## src/design/clc_pkg.sv

```systemverilog
package clc_pkg;
   // Command block layout
   localparam int BLK_WORDS = 16;
   localparam int W_ERR = 0;
   localparam int W_CODE = 1;
   localparam int W_LINK = 2;
   localparam int W_LOCAL = 3;
   localparam int W_COUNT = 4;
   localparam int W_REMOTE = 5;
   localparam int W_TMO = 6;
   localparam int W_ADDR_HI = 10;
   localparam int W_ADDR_LO = 11;
   localparam int W_PORT = 12;
   // Command codes
   localparam logic [15:0] CMD_CLOSE = 16'h0002;
   localparam logic [15:0] CMD_WRITE = 16'h0201;
   // Client link numbers
   localparam logic [15:0] LINK_FIRST = 16'd19221;
   localparam logic [15:0] LINK_LAST = 16'd19228;
   // Word transfer limits
   localparam logic [15:0] COUNT_MAX = 16'd256;
   localparam logic [16:0] LOCAL_TOP = 17'h0_8000;
   localparam logic [31:0] ADDR_MAX = 32'hDFFF_FFFF;
   // Reply timeout
   localparam logic [15:0] TMO_DEFAULT_S = 16'd9;
   localparam logic [15:0] TMO_INFINITE = 16'd999;
   localparam int SEC_NS = 1_000_000_000;
   localparam int CLK_NS = 10;
   localparam int SEC_CYCLES = SEC_NS / CLK_NS;
   // Error words
   localparam logic [15:0] ERR_NONE = 16'h0000;
   localparam logic [15:0] ERR_CMD = 16'h0001;
   localparam logic [15:0] ERR_LINK = 16'h0002;
   localparam logic [15:0] ERR_COUNT = 16'h0003;
   localparam logic [15:0] ERR_RANGE = 16'h0004;
   localparam logic [15:0] ERR_ADDR = 16'h0005;
   localparam logic [15:0] ERR_TIMEOUT = 16'h0006;
   localparam logic [15:0] ERR_REMOTE = 16'h0007;
   localparam logic [15:0] ERR_SRC_STREAM = 16'h0008;
   localparam logic [15:0] ERR_OPEN_BUSY = 16'h0009;
   localparam logic [15:0] ERR_NOT_CONN = 16'h240A;
   localparam logic [15:0] ERR_INACTIVE = 16'h00A6;
   // Host register offsets
   localparam logic [7:0] REG_CTRL = 8'h00;
   localparam logic [7:0] REG_LINK = 8'h04;
   localparam logic [7:0] REG_LOCAL = 8'h08;
   localparam logic [7:0] REG_COUNT = 8'h0C;
   localparam logic [7:0] REG_REMOTE = 8'h10;
   localparam logic [7:0] REG_TMO = 8'h14;
   localparam logic [7:0] REG_PADDR = 8'h18;
   localparam logic [7:0] REG_PPORT = 8'h1C;
   localparam logic [7:0] REG_STATUS = 8'h20;
   localparam logic [7:0] REG_ERRW = 8'h24;
   localparam logic [7:0] REG_MEM = 8'h40;
   // Control bits
   localparam int CTRL_GO = 0;
   localparam int CTRL_OP_WRITE = 1;
   localparam int CTRL_ACK = 2;
   localparam int MEM_WORDS = 16;

   typedef enum logic [2:0] {
      ST_IDLE = 3'b000,
      ST_FETCH = 3'b001,
      ST_WAIT = 3'b010,
      ST_HOLD = 3'b011
   } clc_state_t;
endpackage : clc_pkg

```

## src/design/clc_if.sv

```systemverilog
`timescale 1ns/1ps
interface clc_if;
   logic cmd_valid;
   logic [15:0][15:0] blk;
   logic done;
   logic [15:0] err_word;
   logic err_ack;
   logic mem_req;
   logic [14:0] mem_addr;
   logic mem_ack;
   logic [15:0] mem_rdata;

   modport dev (input cmd_valid, input blk, output done, output err_word, input err_ack,
                output mem_req, output mem_addr, input mem_ack, input mem_rdata);
   modport host (output cmd_valid, output blk, input done, input err_word, output err_ack,
                 input mem_req, input mem_addr, output mem_ack, output mem_rdata);
endinterface : clc_if

```

## src/design/clc_dev.sv

```systemverilog
// Our own choices: the register addresses and the APB register port.
`timescale 1ns/1ps
module clc_dev #(
   parameter int SEC_CYCLES = clc_pkg::SEC_CYCLES
) (
   input wire logic pclk,
   input wire logic presetn,
   input wire logic ce,
   clc_if.dev bus,
   input wire logic open_valid,
   input wire logic [15:0] open_link,
   input wire logic open_stream,
   input wire logic open_src,
   input wire logic [31:0] open_addr,
   input wire logic [15:0] open_port,
   output logic open_done,
   output logic [15:0] open_err,
   input wire logic [7:0] link_drop,
   output logic tx_valid,
   output logic tx_first,
   output logic tx_last,
   output logic [15:0] tx_data,
   output logic [31:0] tx_addr,
   output logic [15:0] tx_port,
   output logic [15:0] tx_remote,
   output logic [15:0] tx_count,
   input wire logic tx_ready,
   input wire logic rx_valid,
   input wire logic rx_ok
);
   typedef struct packed {
      clc_pkg::clc_state_t st;
      logic [7:0] open;
      logic [7:0] stream;
      logic [7:0] src;
      logic [7:0] lost;
      logic [7:0] close_pend;
      logic [7:0][31:0] addr;
      logic [7:0][15:0] port;
      logic [14:0] laddr;
      logic [8:0] left;
      logic [31:0] div;
      logic [15:0] tsec;
      logic [15:0] tlim;
      logic inf;
      logic done;
      logic [15:0] err;
      logic mem_req;
      logic open_done;
      logic [15:0] open_err;
      logic tx_valid;
      logic tx_first;
      logic tx_last;
      logic [15:0] tx_data;
      logic [31:0] tx_addr;
      logic [15:0] tx_port;
      logic [15:0] tx_remote;
      logic [15:0] tx_count;
   } clc_dev_state_t;

   clc_dev_state_t s_q;
   clc_dev_state_t s_d;

   // Client link number check, used for open, release and transfer
   function automatic logic is_client(input logic [15:0] link);
      is_client = (link >= clc_pkg::LINK_FIRST) && (link <= clc_pkg::LINK_LAST);
   endfunction : is_client

   // Table index of a client link
   function automatic logic [2:0] link_idx(input logic [15:0] link);
      logic [15:0] off;
      off = link - clc_pkg::LINK_FIRST;
      link_idx = off[2:0];
   endfunction : link_idx

   // Peer address sanity
   function automatic logic addr_bad(input logic [31:0] a);
      addr_bad = (a == 32'h0000_0000) || (a > clc_pkg::ADDR_MAX);
   endfunction : addr_bad

   logic [15:0] code;
   logic [15:0] link;
   logic [2:0] idx;
   logic [15:0] cnt;
   logic [15:0] lstart;
   logic [15:0] rstart;
   logic [31:0] blk_addr;
   logic [16:0] lend;
   logic [2:0] oidx;

   // Fields of the block held by the issuer
   assign code = bus.blk[clc_pkg::W_CODE];
   assign link = bus.blk[clc_pkg::W_LINK];
   assign idx = link_idx(link);
   assign cnt = bus.blk[clc_pkg::W_COUNT];
   assign lstart = bus.blk[clc_pkg::W_LOCAL];
   assign rstart = bus.blk[clc_pkg::W_REMOTE];
   assign blk_addr = {bus.blk[clc_pkg::W_ADDR_HI], bus.blk[clc_pkg::W_ADDR_LO]};
   assign lend = {1'b0, lstart} + {1'b0, cnt} - 17'h0_0001;
   assign oidx = link_idx(open_link);

   // Next state
   always_comb begin
      s_d = s_q;
      s_d.done = 1'b0;
      s_d.open_done = 1'b0;
      // Stream links that lose their peer are marked
      for (int i = 0; i < 8; i++) begin
         if (link_drop[i] && s_q.open[i] && s_q.stream[i]) begin
            s_d.lost[i] = 1'b1;
         end
      end
      // Acknowledged not-connected error closes the link
      if (bus.err_ack) begin
         for (int i = 0; i < 8; i++) begin
            if (s_q.close_pend[i]) begin
               s_d.open[i] = 1'b0;
               s_d.lost[i] = 1'b0;
               s_d.close_pend[i] = 1'b0;
            end
         end
      end
      // Link open requests from the network side
      if (open_valid) begin
         s_d.open_done = 1'b1;
         s_d.open_err = clc_pkg::ERR_NONE;
         if (!is_client(open_link)) begin
            s_d.open_err = clc_pkg::ERR_LINK;
         end else if (s_q.open[oidx]) begin
            s_d.open_err = clc_pkg::ERR_OPEN_BUSY;
         end else if (open_stream && open_src) begin
            s_d.open_err = clc_pkg::ERR_SRC_STREAM;
         end else if (addr_bad(open_addr)) begin
            s_d.open_err = clc_pkg::ERR_ADDR;
         end else begin
            s_d.open[oidx] = 1'b1;
            s_d.stream[oidx] = open_stream;
            s_d.src[oidx] = open_src;
            s_d.lost[oidx] = 1'b0;
            s_d.addr[oidx] = open_addr;
            s_d.port[oidx] = open_port;
         end
      end
      case (s_q.st)
         clc_pkg::ST_IDLE: begin
            if (bus.cmd_valid) begin
               s_d.st = clc_pkg::ST_HOLD;
               s_d.done = 1'b1;
               s_d.err = clc_pkg::ERR_NONE;
               if (code == clc_pkg::CMD_CLOSE) begin
                  if (!is_client(link)) begin
                     s_d.err = clc_pkg::ERR_LINK;
                  end else if (!s_q.open[idx]) begin
                     s_d.err = clc_pkg::ERR_INACTIVE;
                  end else begin
                     s_d.open[idx] = 1'b0;
                     s_d.lost[idx] = 1'b0;
                     s_d.close_pend[idx] = 1'b0;
                  end
               end else if (code == clc_pkg::CMD_WRITE) begin
                  if (!is_client(link)) begin
                     s_d.err = clc_pkg::ERR_LINK;
                  end else if (!s_q.open[idx] || s_q.close_pend[idx]) begin
                     s_d.err = clc_pkg::ERR_INACTIVE;
                  end else if (s_q.lost[idx]) begin
                     s_d.err = clc_pkg::ERR_NOT_CONN;
                     s_d.close_pend[idx] = 1'b1;
                  end else if (cnt == 16'h0000 || cnt > clc_pkg::COUNT_MAX) begin
                     s_d.err = clc_pkg::ERR_COUNT;
                  end else if (lstart == 16'h0000 || rstart == 16'h0000 || lend > clc_pkg::LOCAL_TOP) begin
                     s_d.err = clc_pkg::ERR_RANGE;
                  end else if (s_q.src[idx] && addr_bad(blk_addr)) begin
                     s_d.err = clc_pkg::ERR_ADDR;
                  end else begin
                     s_d.st = clc_pkg::ST_FETCH;
                     s_d.done = 1'b0;
                     s_d.err = s_q.err; // Last result stands until the next done
                     s_d.laddr = 15'(lstart - 16'h0001);
                     s_d.left = cnt[8:0];
                     s_d.tx_count = cnt;
                     s_d.tx_remote = rstart;
                     if (s_q.src[idx]) begin
                        s_d.tx_addr = blk_addr;
                        s_d.tx_port = bus.blk[clc_pkg::W_PORT];
                     end else begin
                        s_d.tx_addr = s_q.addr[idx];
                        s_d.tx_port = s_q.port[idx];
                     end
                     s_d.inf = (bus.blk[clc_pkg::W_TMO] == clc_pkg::TMO_INFINITE);
                     s_d.tlim = (bus.blk[clc_pkg::W_TMO] == 16'h0000) ? clc_pkg::TMO_DEFAULT_S
                                                                  : bus.blk[clc_pkg::W_TMO];
                  end
               end else begin
                  s_d.err = clc_pkg::ERR_CMD;
               end
            end
         end
         clc_pkg::ST_FETCH: begin
            // One local word at a time, streamed as one message
            if (!s_q.mem_req && !s_q.tx_valid) begin
               s_d.mem_req = 1'b1;
            end
            if (s_q.mem_req && bus.mem_ack) begin
               s_d.mem_req = 1'b0;
               s_d.tx_valid = 1'b1;
               s_d.tx_data = bus.mem_rdata;
               s_d.tx_first = ({7'h00, s_q.left} == s_q.tx_count);
               s_d.tx_last = (s_q.left == 9'h001);
            end
            if (s_q.tx_valid && tx_ready) begin
               s_d.tx_valid = 1'b0;
               s_d.laddr = s_q.laddr + 15'h0001;
               s_d.left = s_q.left - 9'h001;
               if (s_q.left == 9'h001) begin
                  s_d.st = clc_pkg::ST_WAIT;
                  s_d.div = 32'h0000_0000;
                  s_d.tsec = 16'h0000;
               end
            end
         end
         clc_pkg::ST_WAIT: begin
            if (rx_valid) begin
               s_d.st = clc_pkg::ST_HOLD;
               s_d.done = 1'b1;
               s_d.err = rx_ok ? clc_pkg::ERR_NONE : clc_pkg::ERR_REMOTE;
            end else if (!s_q.inf) begin
               s_d.div = s_q.div + 32'h0000_0001;
               if (s_q.div == 32'(SEC_CYCLES - 1)) begin
                  s_d.div = 32'h0000_0000;
                  s_d.tsec = s_q.tsec + 16'h0001;
                  if (s_q.tsec + 16'h0001 >= s_q.tlim) begin
                     s_d.st = clc_pkg::ST_HOLD;
                     s_d.done = 1'b1;
                     s_d.err = clc_pkg::ERR_TIMEOUT;
                  end
               end
            end
         end
         clc_pkg::ST_HOLD: begin
            // Wait for the issuer to withdraw the block
            if (!bus.cmd_valid) begin
               s_d.st = clc_pkg::ST_IDLE;
            end
         end
         default: begin
            s_d.st = clc_pkg::ST_IDLE;
         end
      endcase
   end

   // State register
   always_ff @(posedge pclk or negedge presetn) begin
      if (!presetn) begin
         s_q <= '0;
      end else if (ce) begin
         s_q <= s_d;
      end
   end

   // Outputs straight from state
   assign bus.done = s_q.done;
   assign bus.err_word = s_q.err;
   assign bus.mem_req = s_q.mem_req;
   assign bus.mem_addr = s_q.laddr;
   assign open_done = s_q.open_done;
   assign open_err = s_q.open_err;
   assign tx_valid = s_q.tx_valid;
   assign tx_first = s_q.tx_first;
   assign tx_last = s_q.tx_last;
   assign tx_data = s_q.tx_data;
   assign tx_addr = s_q.tx_addr;
   assign tx_port = s_q.tx_port;
   assign tx_remote = s_q.tx_remote;
   assign tx_count = s_q.tx_count;
endmodule : clc_dev

```

## src/flat_wrapper.sv

```systemverilog
// flat-port wrapper written by rule: the top's interface ports become plain ports
module clc_dev_flat 
#(
   parameter int SEC_CYCLES = clc_pkg::SEC_CYCLES
)
  (pclk, presetn, ce, open_valid, open_link, open_stream, open_src, open_addr, open_port, open_done, open_err, link_drop, tx_valid, tx_first, tx_last, tx_data, tx_addr, tx_port, tx_remote, tx_count, tx_ready, rx_valid, rx_ok, bus_cmd_valid, bus_blk, bus_done, bus_err_word, bus_err_ack, bus_mem_req, bus_mem_addr, bus_mem_ack, bus_mem_rdata);
  clc_if bus_i ();
  input wire logic pclk;
  input wire logic presetn;
  input wire logic ce;
  input wire logic open_valid;
  input wire logic [15:0] open_link;
  input wire logic open_stream;
  input wire logic open_src;
  input wire logic [31:0] open_addr;
  input wire logic [15:0] open_port;
  output logic open_done;
  output logic [15:0] open_err;
  input wire logic [7:0] link_drop;
  output logic tx_valid;
  output logic tx_first;
  output logic tx_last;
  output logic [15:0] tx_data;
  output logic [31:0] tx_addr;
  output logic [15:0] tx_port;
  output logic [15:0] tx_remote;
  output logic [15:0] tx_count;
  input wire logic tx_ready;
  input wire logic rx_valid;
  input wire logic rx_ok;
  input wire logic [$bits(bus_i.cmd_valid)-1:0] bus_cmd_valid;
  input wire logic [$bits(bus_i.blk)-1:0] bus_blk;
  output wire logic [$bits(bus_i.done)-1:0] bus_done;
  output wire logic [$bits(bus_i.err_word)-1:0] bus_err_word;
  input wire logic [$bits(bus_i.err_ack)-1:0] bus_err_ack;
  output wire logic [$bits(bus_i.mem_req)-1:0] bus_mem_req;
  output wire logic [$bits(bus_i.mem_addr)-1:0] bus_mem_addr;
  input wire logic [$bits(bus_i.mem_ack)-1:0] bus_mem_ack;
  input wire logic [$bits(bus_i.mem_rdata)-1:0] bus_mem_rdata;
  assign bus_i.cmd_valid = bus_cmd_valid;
  assign bus_i.blk = bus_blk;
  assign bus_done = bus_i.done;
  assign bus_err_word = bus_i.err_word;
  assign bus_i.err_ack = bus_err_ack;
  assign bus_mem_req = bus_i.mem_req;
  assign bus_mem_addr = bus_i.mem_addr;
  assign bus_i.mem_ack = bus_mem_ack;
  assign bus_i.mem_rdata = bus_mem_rdata;
  clc_dev #(.SEC_CYCLES(SEC_CYCLES)) u_core (.pclk(pclk), .presetn(presetn), .ce(ce), .bus(bus_i), .open_valid(open_valid), .open_link(open_link), .open_stream(open_stream), .open_src(open_src), .open_addr(open_addr), .open_port(open_port), .open_done(open_done), .open_err(open_err), .link_drop(link_drop), .tx_valid(tx_valid), .tx_first(tx_first), .tx_last(tx_last), .tx_data(tx_data), .tx_addr(tx_addr), .tx_port(tx_port), .tx_remote(tx_remote), .tx_count(tx_count), .tx_ready(tx_ready), .rx_valid(rx_valid), .rx_ok(rx_ok));
endmodule
```

## config.mk

```make
export PLATFORM = sky130hd
export DESIGN_NAME = clc_dev_flat
export DESIGN_NICKNAME = d
export VERILOG_FILES = /design/src/design/clc_pkg.sv /design/src/design/clc_if.sv /design/src/design/clc_dev.sv /design/src/flat_wrapper.sv
export SDC_FILE = /design/constraint.sdc
export NUM_CORES = 1
export LEC_CHECK = 0
export BUFFER_PORTS_ARGS = -buffer_cell sky130_fd_sc_hd__buf_2
export CAP_MARGIN = 40
export CELL_PAD_IN_SITES_DETAIL_PLACEMENT = 1
export CELL_PAD_IN_SITES_GLOBAL_PLACEMENT = 1
export CORE_UTILIZATION = 34
export DETAILED_ROUTE_END_ITERATION = 6
export MAX_ROUTING_LAYER = met4
export PLACE_DENSITY = 0.62
export SLEW_MARGIN = 10
export SYNTH_ARGS = -nofsm -noshare
export SYNTH_HDL_FRONTEND = slang
export SYNTH_SLANG_ARGS = --single-unit
```

## constraint.sdc

```tcl
create_clock -name pclk -period 7.83 [get_ports pclk]
set_clock_uncertainty 0.1 [all_clocks]
set_input_delay 0.783 -clock pclk [delete_from_list [all_inputs] [get_ports pclk]]
set_output_delay 0.783 -clock pclk [all_outputs]
set_load 0.03 [all_outputs]
```

==> metrics.log, run 1 <==
[metrics] final hold violations: 0
[metrics] finished layout cell area: 0.03707 sq mm
[metrics] setup repair after global routing missed its margin: no
[metrics] summed instance area of the synthesized netlist: 0.03196 sq mm
[metrics] post-synthesis register bit count: 626
[metrics] sequential-to-total area share from yosys stat: 49.02%
[metrics] total die area: 0.09522 sq mm
[metrics] reported max-cap violation count: 0
[metrics] instance area at placement: 0.03455 sq mm
[metrics] Total Wirelength: 106.3 mm
[metrics] count of yosys warnings during synthesis: 0
[metrics] Std-Cell Rows: 112
[metrics] total leakage power: 17.74 nW
[metrics] Chip Height: 308.6 um
[metrics] # setup viols final: 0
[metrics] count of filler cells inserted in the layout: 10.14k
[metrics] Port-buffer cells: 372
[metrics] insertion delay to the later sink of the worst-skew pair: 0.64 ns
[metrics] DRC violation count after routing: 0
[metrics] clock input transition at the sequential cells of the worst setup and hold paths: 0.06 ns
[metrics] effective utilization at floorplan: 34.29%
[metrics] min Tclk post-route: 5.348 ns
[metrics] core utilization of the finished layout: 39.78%
[metrics] fraction of registers with async set/reset: 100.0%
[metrics] Post-synth EDFFs: 0
[metrics] total vias in the final route: 24.48k
[metrics] number of antenna violations at the first check in global routing: 12
[metrics] CTS max path bufs: 3
[metrics] pin count of the biggest net entering global routing: 184
[metrics] clock sink count: 626
[metrics] number of hold buffers added after CTS: 0
[metrics] worst-case reg-to-reg path depth: 12
[metrics] I/O pin count: 505
[metrics] CTS buffer count: 76
[metrics] required time at the endpoint of the critical path: 8.30 ns
[metrics] H-tree level count: 3
[metrics] beginning of the worst register-to-register path: u_core.s_q[200]
[metrics] Tightest Hold Check Type: input port to asynchronous set/reset pin
[metrics] critical path class: input port to flop
[metrics] post-cts resize count: 0
[metrics] detailed-placement wirelength estimate: 71.29 mm
[metrics] area grow syn2layout: 16.02%
[metrics] number of antenna-violating nets in the routed design: 0
[metrics] final RePlAce weighted congestion: 0.8781
[metrics] average vias per placed instance: 5.501
[metrics] number of pins exceeding their max-slew limit in the final report: 0
[metrics] Data arrival, critical path: 5.82 ns
[metrics] share of the synthesized area in the top cell type: 49.02%
[metrics] result of the run: finished, final reports clean
[metrics] setup tns final: 0 ns
[metrics] top_reg_cell synth: sky130_fd_sc_hd__dfrtp_1
[metrics] total track usage: 23.03%
[metrics] via count of the first global-routing pass: 26.51k
[metrics] slew at the pin closest to its max-slew limit: 1.077 ns
[metrics] maximum fanout along the worst path: 69
[metrics] Post-Syn Instances: 2906
[metrics] Crit. End Element: flop
[metrics] area of the placeable core: 0.09319 sq mm
[metrics] share of final-layout standard cells stronger than drive strength 1: 33.20%
[metrics] cell chosen for the clock root: sky130_fd_sc_hd__clkbuf_16
[metrics] leading cell types in the layout, fill and taps excluded: sky130_fd_sc_hd__dfrtp_1, sky130_fd_sc_hd__mux2_2, sky130_fd_sc_hd__buf_2
[metrics] Max-Slew Margin vs Limit: 28.19%
[metrics] detail-routed net length per standard cell: 23.89 um
[metrics] launching element type of the critical path: input port
[metrics] die width: 308.6 um
[metrics] global-route wire length before repair: 163.9 mm
[metrics] cell type with the largest total area after synthesis: sky130_fd_sc_hd__dfrtp_1
[metrics] Pre-antenna DRT Iters: 4
[metrics] highest achievable clock rate: 187.0 MHz
[metrics] final critical-path share of the clock period: 68.30%
[metrics] Netlist cell types: 80
[metrics] mean instance size in the synthesized netlist: 11.00 sq um
[metrics] number of buffers added for setup after CTS: 0
[metrics] number of nets in the final layout: 3554
[metrics] Area contributors post-synth: sky130_fd_sc_hd__dfrtp_1, sky130_fd_sc_hd__mux2_2, sky130_fd_sc_hd__buf_4, sky130_fd_sc_hd__nand2_1, sky130_fd_sc_hd__o21ai_0
[metrics] grt ovf: 0
[metrics] highest ir drop seen on vdd: 0.1522 mV
[metrics] Power per Cell Area: 230.5 mW/mm^2
[metrics] Starting DRT DRC Count: 1377
[metrics] commonest non-fill, non-tap cell in the layout: sky130_fd_sc_hd__dfrtp_1
[metrics] critical path startpoint: bus_blk[32]
[metrics] clock tree from TritonCTS: built
[worst paths after layout]
path / slack, ns / endpoint
min in group pclk: 0.28 / u_core.tx_data[8]
min reg2reg: 0.38 / u_core.tx_port[4]
min: 0.05 / u_core.bus.mem_addr[8]
max: 2.48 / u_core.s_q[134]
max in group asynchronous: 6.04 / u_core.s_q[498]
max reg2reg: 3.15 / u_core.s_q[189]
[critical path, cell delays in order]
cell	delay [ns]
sky130_fd_sc_hd__buf_2	0.08
sky130_fd_sc_hd__buf_4	0.41
sky130_fd_sc_hd__clkinv_1	0.18
sky130_fd_sc_hd__buf_4	0.27
sky130_fd_sc_hd__ha_2	0.53
sky130_fd_sc_hd__buf_4	0.55
sky130_fd_sc_hd__or2_2	0.45
sky130_fd_sc_hd__nor3_1	0.10
sky130_fd_sc_hd__nor2_1	0.21
sky130_fd_sc_hd__and3_1	0.26
sky130_fd_sc_hd__and3_1	0.19
sky130_fd_sc_hd__nand3_1	0.12
sky130_fd_sc_hd__or4b_4	0.68
sky130_fd_sc_hd__buf_16	0.27
sky130_fd_sc_hd__nor4_1	0.51
sky130_fd_sc_hd__a21o_1	0.13
[Yosys cell counts, types with 6 or more instances]
cell	instances
sky130_fd_sc_hd__a31oi_1	16
sky130_fd_sc_hd__nand4_1	66
sky130_fd_sc_hd__o22ai_1	12
sky130_fd_sc_hd__inv_1	108
sky130_fd_sc_hd__a2bb2oi_1	14
sky130_fd_sc_hd__buf_1	10
sky130_fd_sc_hd__and3_1	22
sky130_fd_sc_hd__a21o_1	19
sky130_fd_sc_hd__buf_2	16
sky130_fd_sc_hd__o211ai_1	6
sky130_fd_sc_hd__o32ai_1	6
sky130_fd_sc_hd__xnor2_1	30
sky130_fd_sc_hd__o21ai_0	171
sky130_fd_sc_hd__o221ai_1	6
sky130_fd_sc_hd__nor2_1	95
sky130_fd_sc_hd__or3_1	17
sky130_fd_sc_hd__a22o_1	29
sky130_fd_sc_hd__a22oi_1	78
sky130_fd_sc_hd__nor3_1	37
sky130_fd_sc_hd__o31ai_1	23
sky130_fd_sc_hd__nand3_1	60
sky130_fd_sc_hd__nand2b_1	13
sky130_fd_sc_hd__a211oi_1	17
sky130_fd_sc_hd__a221oi_1	43
sky130_fd_sc_hd__mux2i_1	22
sky130_fd_sc_hd__buf_4	143
sky130_fd_sc_hd__clkbuf_1	130
sky130_fd_sc_hd__nor2b_1	24
sky130_fd_sc_hd__nand4b_1	6
sky130_fd_sc_hd__ha_1	65
sky130_fd_sc_hd__mux4_2	8
sky130_fd_sc_hd__a21oi_1	87
sky130_fd_sc_hd__o21ai_1	13
sky130_fd_sc_hd__nor4_1	52
sky130_fd_sc_hd__o21bai_1	7
sky130_fd_sc_hd__xor2_1	28
sky130_fd_sc_hd__mux2_2	460
sky130_fd_sc_hd__dfrtp_1	626
sky130_fd_sc_hd__nand2_1	229
sky130_fd_sc_hd__nand3b_1	7
[stage by stage]
step / power (mW) / std cells / hold slack (ns) / worst slack [ns]
2_1_floorplan: 4.540 / 2925 / 0.3510 / 2.903
3_3_place_gp: 4.974 / 4294 / 0.3602 / 1.866
3_5_place_dp: 5.047 / 4307 / 0.3730 / 1.802
4_1_cts: 8.660 / 4440 / 0.02816 / 2.476
5_1_grt: 8.919 / 4450 / 0.07483 / 2.219
6_report: 8.546 / 4450 / 0.05386 / 2.482
[sequential cells by signal, indices dropped and copies added (netlist names), 4 cells and up]
name	flops
u_core.s_q	500
u_core.tx_addr	32
u_core.tx_count	16
u_core.tx_data	16
u_core.tx_port	16
u_core.tx_remote	16
u_core.bus.mem_addr	15
u_core.bus.err_word	5
u_core.open_err	4
[per-layer routing]
metal  track usage (%)  vias up  wire length, um
met2             39.01      615            53810
met4             5.750        0             2148
met3             3.631      137             4884
li1                  -    10880                -
met1             28.61    12850            45480
met5                 -        -                0
[where the power goes]
group / internal, mW / total [mW] / leakage (nW) / switching [mW]
sequential: 3.36 / 3.49 / 8.57 / 0.131
combinational: 0.468 / 1.49 / 7.96 / 1.03
clock: 2.11 / 3.56 / 1.22 / 1.46
[kinds of logic after synthesis]
| family | share of synthesized area [%] |
|---|---|
| xor gates and xnor gates | 1.641 |
| buffers and inverters | 6.605 |
| DFF | 49.02 |
| AOI/OAI and AO/OA | 12.25 |
| muxes | 17.46 |
| other | 0.01174 |
| adders and majority gates | 2.608 |
| and+or+nand+nor | 10.40 |
[cell type report]
cell class	instances	area, sq um	area share [%]
repair buffers	430	2479	6.686
well taps	1254	1569	4.232
inverters	109	409.1	1.104
multi-input cells	1889	14430	38.93
diodes	9	22.52	0.06075
clock buffers	100	2072	5.589
clock inverters	33	425.4	1.147
flip-flops and latches	626	15670	42.25
(Power assumes the default switching activity.)
==> run 2, diff against run 1 <==
ABC_AREA = 1   (was not set)
PLACE_DENSITY = 0.65   (was 0.62)
clock period = 5.52 ns   (was 7.83 ns; I/O delays follow)
==> metrics.log, run 2 <==
[metrics] result of the run: finished, final reports clean
[metrics] total track usage: 23.22% (+0.18 points)
[metrics] final RePlAce weighted congestion: 0.8559 (-2.5%)
[metrics] setup repair after global routing missed its margin: no
[metrics] Power per Cell Area: 335.1 mW/mm^2 (+45%)
[metrics] detail-routed net length per standard cell: 20.19 um (-16%)
[metrics] critical path class: flop to flop
[metrics] cell count of the worst hold path: 3
[metrics] cell with the most instances on the worst path: sky130_fd_sc_hd__nand3_1
[metrics] Port-buffer cells: 372 (unchanged)
[metrics] number of antenna violations at the first check in global routing: 18 (+6)
[metrics] worst-case reg-to-reg path depth: 21 (+9)
[metrics] clock network power share: 40.2% (-1.5 points)
[metrics] cell type with the largest total area after synthesis: sky130_fd_sc_hd__dfrtp_1
[metrics] fraction of registers with async set/reset: 100.0% (unchanged)
[metrics] max incr delay on CP: 0.41 ns (-0.27 ns)
[metrics] number of antenna-violating nets in the routed design: 0 (unchanged)
[metrics] Pre-antenna DRT Iters: 5 (+1)
[metrics] detailed-placement wirelength estimate: 75.16 mm (+5.4%)
[metrics] post-cts resize count: 0 (unchanged)
[metrics] Post-synth EDFFs: 0 (unchanged)
[metrics] Max-Slew Margin vs Limit: 39.06% (+11 points)
[metrics] reported max-cap violation count: 0 (unchanged)
[metrics] final critical-path share of the clock period: 77.85%
[metrics] worst min-delay path startpoint: bus_mem_rdata[15]
[metrics] Reg power frac: 40.5% (-0.4 points)
[metrics] count of yosys warnings during synthesis: 0 (unchanged)
[metrics] number of pins exceeding their max-slew limit in the final report: 0 (unchanged)
[metrics] largest register by flop count: u_core.s_q
[metrics] number of cells in the finished layout apart from fillers: 5472 (+23%)
[metrics] Starting DRT DRC Count: 1877 (+36%)
[metrics] setup tns final: 0 ns (unchanged)
[metrics] Total Wirelength: 110.5 mm (+3.9%)
[metrics] Tightest Hold Check Type: input port to flop
[metrics] average vias per placed instance: 5.016 (-8.8%)
[metrics] CTS buffer count: 74 (-2.6%)
[metrics] total vias in the final route: 27.45k (+12%)
[metrics] summed instance area of the synthesized netlist: 0.03304 sq mm (+3.4%)
[metrics] # setup viols final: 0 (unchanged)
[metrics] Netlist cell types: 60 (-25%)
[metrics] clock tree from TritonCTS: built
[metrics] Area contributors post-synth: sky130_fd_sc_hd__dfrtp_1, sky130_fd_sc_hd__nand2_1, sky130_fd_sc_hd__inv_1, sky130_fd_sc_hd__o21ai_1, sky130_fd_sc_hd__buf_4
[metrics] mean instance size in the synthesized netlist: 8.400 sq um (-24%)
[metrics] die width: 313.7 um (+1.7%)
[metrics] sequential-to-total area share from yosys stat: 47.42% (-1.6 points)
[metrics] share of the synthesized area in the top cell type: 47.42% (-1.6 points)
[metrics] area grow syn2layout: 13.56%
[metrics] min Tclk post-route: 4.298 ns
[metrics] clock input transition at the sequential cells of the worst setup and hold paths: 0.06 ns (about the same)
[metrics] most repeated cell in the gate-level netlist after synthesis: sky130_fd_sc_hd__nand2_1
[metrics] total leakage power: 18.38 nW (+3.6%)
[metrics] Std-Cell Rows: 113 (+0.89%)
[metrics] beginning of the worst register-to-register path: u_core.s_q[151]
[metrics] most numerous cell types in the synthesized netlist: sky130_fd_sc_hd__nand2_1, sky130_fd_sc_hd__dfrtp_1, sky130_fd_sc_hd__inv_1
[metrics] logic gate share of total power: 19.3% (+1.8 points)
[metrics] total die area: 0.09842 sq mm (+3.4%)
[metrics] Crit. End Element: flop
[metrics] Data arrival, critical path: 4.75 ns (-1.07 ns)
[metrics] DRC violation count after routing: 0 (unchanged)
[metrics] setup slack of the worst register-to-register path: 1.22 ns (-1.93 ns)
[metrics] pin count of the biggest net entering global routing: 133 (-28%)
[metrics] slew at the pin closest to its max-slew limit: 0.9071 ns (-0.1700 ns)
[metrics] clock sink count: 626 (unchanged)
[metrics] effective utilization at floorplan: 34.57% (+0.28 points)
[metrics] maximum fanout along the worst path: 6 (-91%)
[metrics] Post-Syn Instances: 3933 (+35%)
[metrics] flip-flop count of the largest register after layout: 500 (unchanged)
[metrics] highest achievable clock rate: 232.7 MHz
[metrics] Chip Height: 313.7 um (+1.7%)
[metrics] post-synthesis register bit count: 626 (unchanged)
[metrics] grt ovf: 0 (unchanged)
[metrics] CTS max path bufs: 3 (unchanged)
[metrics] required time at the endpoint of the critical path: 5.98 ns (-2.32 ns)
[metrics] final hold violations: 0 (unchanged)
[metrics] global-route wire length before repair: 172.0 mm (+4.9%)
[metrics] H-tree level count: 3 (unchanged)
[metrics] internal power: 8.561 mW (+44%)
[metrics] area of the placeable core: 0.09558 sq mm (+2.6%)
[metrics] top_reg_cell synth: sky130_fd_sc_hd__dfrtp_1
[metrics] number of nets in the final layout: 4569 (+29%)
[metrics] number of buffers added for setup after CTS: 0 (unchanged)
[metrics] number of placed instances with taps included: 5324 (+24%)
[metrics] commonest non-fill, non-tap cell in the layout: sky130_fd_sc_hd__nand2_1
[metrics] switching power as a share of total power: 31.91% (+1.3 points)
[metrics] Critical Path Slowest Stage Cell: sky130_fd_sc_hd__dfrtp_1
[metrics] highest ir drop seen on vdd: 0.2031 mV (+33%)
[metrics] cell chosen for the clock root: sky130_fd_sc_hd__clkbuf_16
[metrics] via count of the first global-routing pass: 28.43k (+7.2%)
[metrics] leading cell types in the layout, fill and taps excluded: sky130_fd_sc_hd__nand2_1, sky130_fd_sc_hd__dfrtp_1, sky130_fd_sc_hd__inv_1
[metrics] hold endpoint: u_core.tx_data[15]
[metrics] I/O pin count: 505 (unchanged)
[metrics] insertion delay to the later sink of the worst-skew pair: 0.65 ns (about the same)
[metrics] share of final-layout standard cells stronger than drive strength 1: 16.78% (-16 points)
[metrics] overall power consumption: 12.57 mW (+47%)
[metrics] switching power: 4.012 mW (+54%)
[metrics] RR Endpoint: u_core.bus.err_word[0]
[metrics] launching element type of the critical path: flop
[metrics] Hold WS: 0.03821 ns (-0.01565 ns)
[metrics] cells traversed along the worst timing path: nand3_1 > nor2_1 > nand3_1 > nor3_1 > nand3_1 > nor3_1 > nand3_1 > xor2_1 > ha_1 > nand2_1 > inv_1 > nand3_1 > nor3_1 > nand3_1 > nand4_1 > nand2_1 > nor2_1 > nand2_1 > inv_1 > nor2_1 > a21oi_1
-- run 2: cell types whose count changed after synthesis, sizes merged, moves of 25 or more --
cell    previous run  this run
xnor2             31         6
nor2              95       204
nand2            229       977
buf              171       249
mux2             460         0
inv              108       475
nand3             60       112
o21ai            184       525
clkbuf           130        71
a21oi             87       171
-- run 2: worst max path at each step --
stage                               start                      to  slack, ns  cells past startpoint
after floorplan           u_core.s_q[151]         u_core.s_q[648]       2.24                     19
after detailed placement  u_core.s_q[151]  u_core.bus.err_word[0]       1.11                     22
after global routing      u_core.s_q[151]  u_core.bus.err_word[0]       0.57                     21
final                     u_core.s_q[151]  u_core.bus.err_word[0]       1.22                     21
after global placement        bus_blk[32]       u_core.tx_port[4]       1.14                     15
after CTS                 u_core.s_q[151]  u_core.bus.err_word[0]       1.06                     22
-- run 2: area by class of cell --
cell class,instances,area (sq um)
fill,11520,58060
sequential,626,15670
multi-input combinational,2527,13290
timing repair buffer,439,2675
clock buffer,103,2081
inverter,479,1818
tap,1265,1583
clock inverter,21,377.9
antenna,12,30.03
-- run 2: logic make-up after synthesis --
kind of cell	count (synthesis)	synth area share [%]
AO/OA/AOI/OAI	904	16.86
XOR/XNOR	56	1.507
adder cells (fa/ha/maj)	66	2.522
buffers and inverters	799	12.66
flip-flops	626	47.42
multiplexers	1	0.03030
other	1	0.01135
AND/OR/NAND/NOR	1480	18.99
-- run 2: what timing repair did --
item,CTS,global route
endpoints found under the setup margin,0,0
hold buffers,12,0
endpoints found under the hold margin,71,0
-- run 2: power by group through the flow --
stage | combinational, mW | sequential, mW | clock [mW]
6_report | 2.43 | 5.09 | 5.05
3_3_place_gp | 2.41 | 5.16 | 0
2_1_floorplan | 1.73 | 5.13 | 0
4_1_cts | 2.48 | 5.09 | 5.18
5_1_grt | 2.75 | 5.13 | 5.35
3_5_place_dp | 2.46 | 5.17 | 0
-- run 2: metal layers --
metal  GRT usage, %  up-vias  wire (um)
met5              -        -          0
met4          7.417        0       3151
met3          4.031      159       5883
met2          37.58      572      51900
met1          29.41    13440      49530
li1               -    13280          -
-- run 2: through the flow --
step	setup slack, ns	instance area (sq um)	util, %
floorplan	2.238	33110	-
global placement	1.143	34780	36.39
detailed placement	1.113	34910	36.52
CTS	1.063	37490	39.22
global route	0.5661	37520	39.25
finish	1.222	37520	39.25
-- run 2: worst max-delay path, delay by kind of cell, from the launching register on --
kind | cells | cell delay [ns]
simple gates | 16 | 2.83
fa+ha+maj | 1 | 0.31
compound gates | 1 | 0.11
flops | 1 | 0.41
buf+inv | 2 | 0.24
xor+xnor | 1 | 0.19
==> run 3, diff against run 2 <==
PLACE_DENSITY = 0.68   (was 0.65)
clock period = 3.5 ns   (was 5.52 ns; I/O delays follow)
==> metrics.log, run 3 (synthesis gave the netlist of run 2 again) <==
[metrics] result of the run: finished, final reports clean
[metrics] number of antenna violations at the first check in global routing: 6 (-12)
[metrics] detailed-placement wirelength estimate: 78.61 mm (+4.6%)
[metrics] share of final-layout standard cells stronger than drive strength 1: 19.95% (+3.2 points)
[metrics] Pre-antenna DRT Iters: 5 (unchanged)
[metrics] Crit. End Element: flop
[metrics] I/O pin count: 505 (unchanged)
[metrics] maximum fanout along the worst path: 3 (-3)
[metrics] effective utilization at floorplan: 34.57% (unchanged)
[metrics] reported max-cap violation count: 0 (unchanged)
[metrics] number of antenna-violating nets in the routed design: 0 (unchanged)
[metrics] # setup viols final: 0 (unchanged)
[metrics] DRC violation count after routing: 0 (unchanged)
[metrics] final hold violations: 0 (unchanged)
[metrics] CTS max path bufs: 3 (unchanged)
[metrics] Port-buffer cells: 372 (unchanged)
[metrics] Power per Cell Area: 511.2 mW/mm^2 (+53%)
[metrics] Total Wirelength: 115.3 mm (+4.4%)
[metrics] setup repair after global routing missed its margin: yes
[metrics] cell chosen for the clock root: sky130_fd_sc_hd__clkbuf_16
[metrics] detail-routed net length per standard cell: 20.44 um (+1.3%)
[metrics] commonest non-fill, non-tap cell in the layout: sky130_fd_sc_hd__nand2_1
[metrics] pin count of the biggest net entering global routing: 105 (-21%)
[metrics] critical path class: flop to flop
[metrics] critical path startpoint: u_core.s_q[152]
[metrics] flip-flop count of the largest register after layout: 500 (unchanged)
[metrics] number of nets in the final layout: 4734 (+3.6%)
[metrics] launching element type of the critical path: flop
[metrics] via count of the first global-routing pass: 30.08k (+5.8%)
[metrics] total track usage: 23.96% (+0.75 points)
[metrics] total die area: 0.09842 sq mm (unchanged)
[metrics] total leakage power: 19.34 nW (+5.2%)
[metrics] min Tclk post-route: 3.430 ns (-0.8673 ns)
[metrics] total vias in the final route: 28.63k (+4.3%)
[metrics] CTS buffer count: 73 (-1.4%)
[metrics] die width: 313.7 um (unchanged)
[metrics] clock sink count: 626 (unchanged)
[metrics] average vias per placed instance: 5.075 (+1.2%)
[metrics] highest achievable clock rate: 291.5 MHz (+25%)
[metrics] clock tree from TritonCTS: built
[metrics] final critical-path share of the clock period: 98.01% (+20 points)
[metrics] largest register by flop count: u_core.s_q
[metrics] Chip Height: 313.7 um (unchanged)
[metrics] Starting DRT DRC Count: 1753 (-6.6%)
[metrics] slew at the pin closest to its max-slew limit: 0.9275 ns (+0.02038 ns)
[metrics] required time at the endpoint of the critical path: 3.97 ns (-2.01 ns)
[metrics] worst min-delay path startpoint: open_addr[18]
[metrics] area of the placeable core: 0.09558 sq mm (unchanged)
[metrics] Data arrival, critical path: 3.90 ns (-0.85 ns)
[metrics] beginning of the worst register-to-register path: u_core.s_q[152]
[metrics] area grow syn2layout: 19.83%
[metrics] highest ir drop seen on vdd: 0.3252 mV (+60%)
[metrics] number of pins exceeding their max-slew limit in the final report: 0 (unchanged)
[metrics] grt ovf: 0 (unchanged)
[metrics] clock input transition at the sequential cells of the worst setup and hold paths: 0.06 ns (about the same)
[metrics] Tightest Hold Check Type: input port to flop
[metrics] final RePlAce weighted congestion: 0.8950 (+4.6%)
[metrics] core utilization of the finished layout: 41.42% (+2.2 points)
[metrics] number of cells in the finished layout apart from fillers: 5640 (+3.1%)
[metrics] global-route wire length before repair: 178.9 mm (+4.0%)
[metrics] insertion delay to the later sink of the worst-skew pair: 0.64 ns (about the same)
[metrics] leading cell types in the layout, fill and taps excluded: sky130_fd_sc_hd__nand2_1, sky130_fd_sc_hd__dfrtp_1, sky130_fd_sc_hd__inv_1
[metrics] Std-Cell Rows: 113 (unchanged)
[metrics] H-tree level count: 3 (unchanged)
[metrics] Max-Slew Margin vs Limit: 37.69% (-1.4 points)
[metrics] number of placed instances with taps included: 5401 (+1.4%)
==> run 3: routing by layer <==
metal  share of wire [%]  GRT usage (%)
met1                  45          31.00
met2                  48          39.28
met3                 3.8          2.810
met4                 3.0          7.217
met5                   0              -
==> run 3: report_power, final <==
group	internal, mW	switching [mW]	total [mW]	leakage [nW]
clock network	4.53	3.29	7.82	1.19
logic	1.45	2.90	4.34	9.88
registers	7.66	0.410	8.07	8.27
==> run 3: cell type report <==
cell class / instances / area [sq um]
Sequential cell: 626 / 15670
Inverter: 479 / 1821
Clock inverter: 27 / 364.1
Antenna cell: 5 / 12.51
Multi-Input combinational cell: 2527 / 13610
Clock buffer: 106 / 2072
Timing Repair Buffer: 605 / 4468
Tap cell: 1265 / 1583
Fill cell: 11430 / 55990
==> run 3: what timing repair did <==
item,in CTS,in global routing
gates resized for setup,15,78
endpoints found under the setup margin,8,129
gates cloned,0,3
buffers inserted,5,14
hold buffers,80,0
pin swaps,9,31
hold endpoints to repair,261,0
==> run 3: worst max-delay path, cell delays in order, from the launching register on <==
cell and delay (ns):
sky130_fd_sc_hd__dfrtp_1 0.38, sky130_fd_sc_hd__ha_2 0.21, sky130_fd_sc_hd__nand2_2 0.07, sky130_fd_sc_hd__nor3_2 0.17
sky130_fd_sc_hd__buf_4 0.15, sky130_fd_sc_hd__nand3_4 0.07, sky130_fd_sc_hd__nor2_4 0.10, sky130_fd_sc_hd__nand3_2 0.09
sky130_fd_sc_hd__nor3_2 0.16, sky130_fd_sc_hd__xor2_1 0.21, sky130_fd_sc_hd__inv_1 0.07, sky130_fd_sc_hd__ha_1 0.28
sky130_fd_sc_hd__nand2_1 0.06, sky130_fd_sc_hd__inv_1 0.07, sky130_fd_sc_hd__nand3_2 0.09, sky130_fd_sc_hd__nor3_4 0.17
sky130_fd_sc_hd__nand3_2 0.10, sky130_fd_sc_hd__nand4_1 0.12, sky130_fd_sc_hd__buf_6 0.14, sky130_fd_sc_hd__nand4_1 0.14
sky130_fd_sc_hd__buf_4 0.19, sky130_fd_sc_hd__nor2_2 0.08, sky130_fd_sc_hd__o21ai_1 0.07, sky130_fd_sc_hd__nand2_1 0.07
==> run 3: stage by stage <==
step / instance area (sq um) / setup slack, ns / setup TNS, ns / hold WS [ns] / power (mW)
after detailed placement: 35800 / -0.2330 / -3.150 / 0.1780 / 12.20
after global routing: 39590 / -0.2302 / -2.368 / 0.04419 / 21.23
after floorplan: 33110 / 0.2180 / 0 / -0.04559 / 10.82
after global placement: 35770 / -0.1539 / -1.008 / 0.1766 / 12.07
final: 39590 / 0.06979 / 0 / 0.02452 / 20.24
after CTS: 39120 / -0.007096 / -0.007096 / 0.002746 / 20.28
==> run 3: worst paths after layout <==
| path | end | depth (start not counted) | slack, ns |
|---|---|---|---|
| max reg2reg | u_core.s_q[647] | 23 | 0.07 |
| max | u_core.s_q[647] | 23 | 0.07 |
| min in group asynchronous | u_core.bus.mem_addr[3] | 2 | 0.11 |
| min | u_core.s_q[369] | 3 | 0.02 |
| min reg2reg | u_core.tx_data[8] | 2 | 0.37 |
| max in group asynchronous | u_core.s_q[352] | 4 | 1.95 |
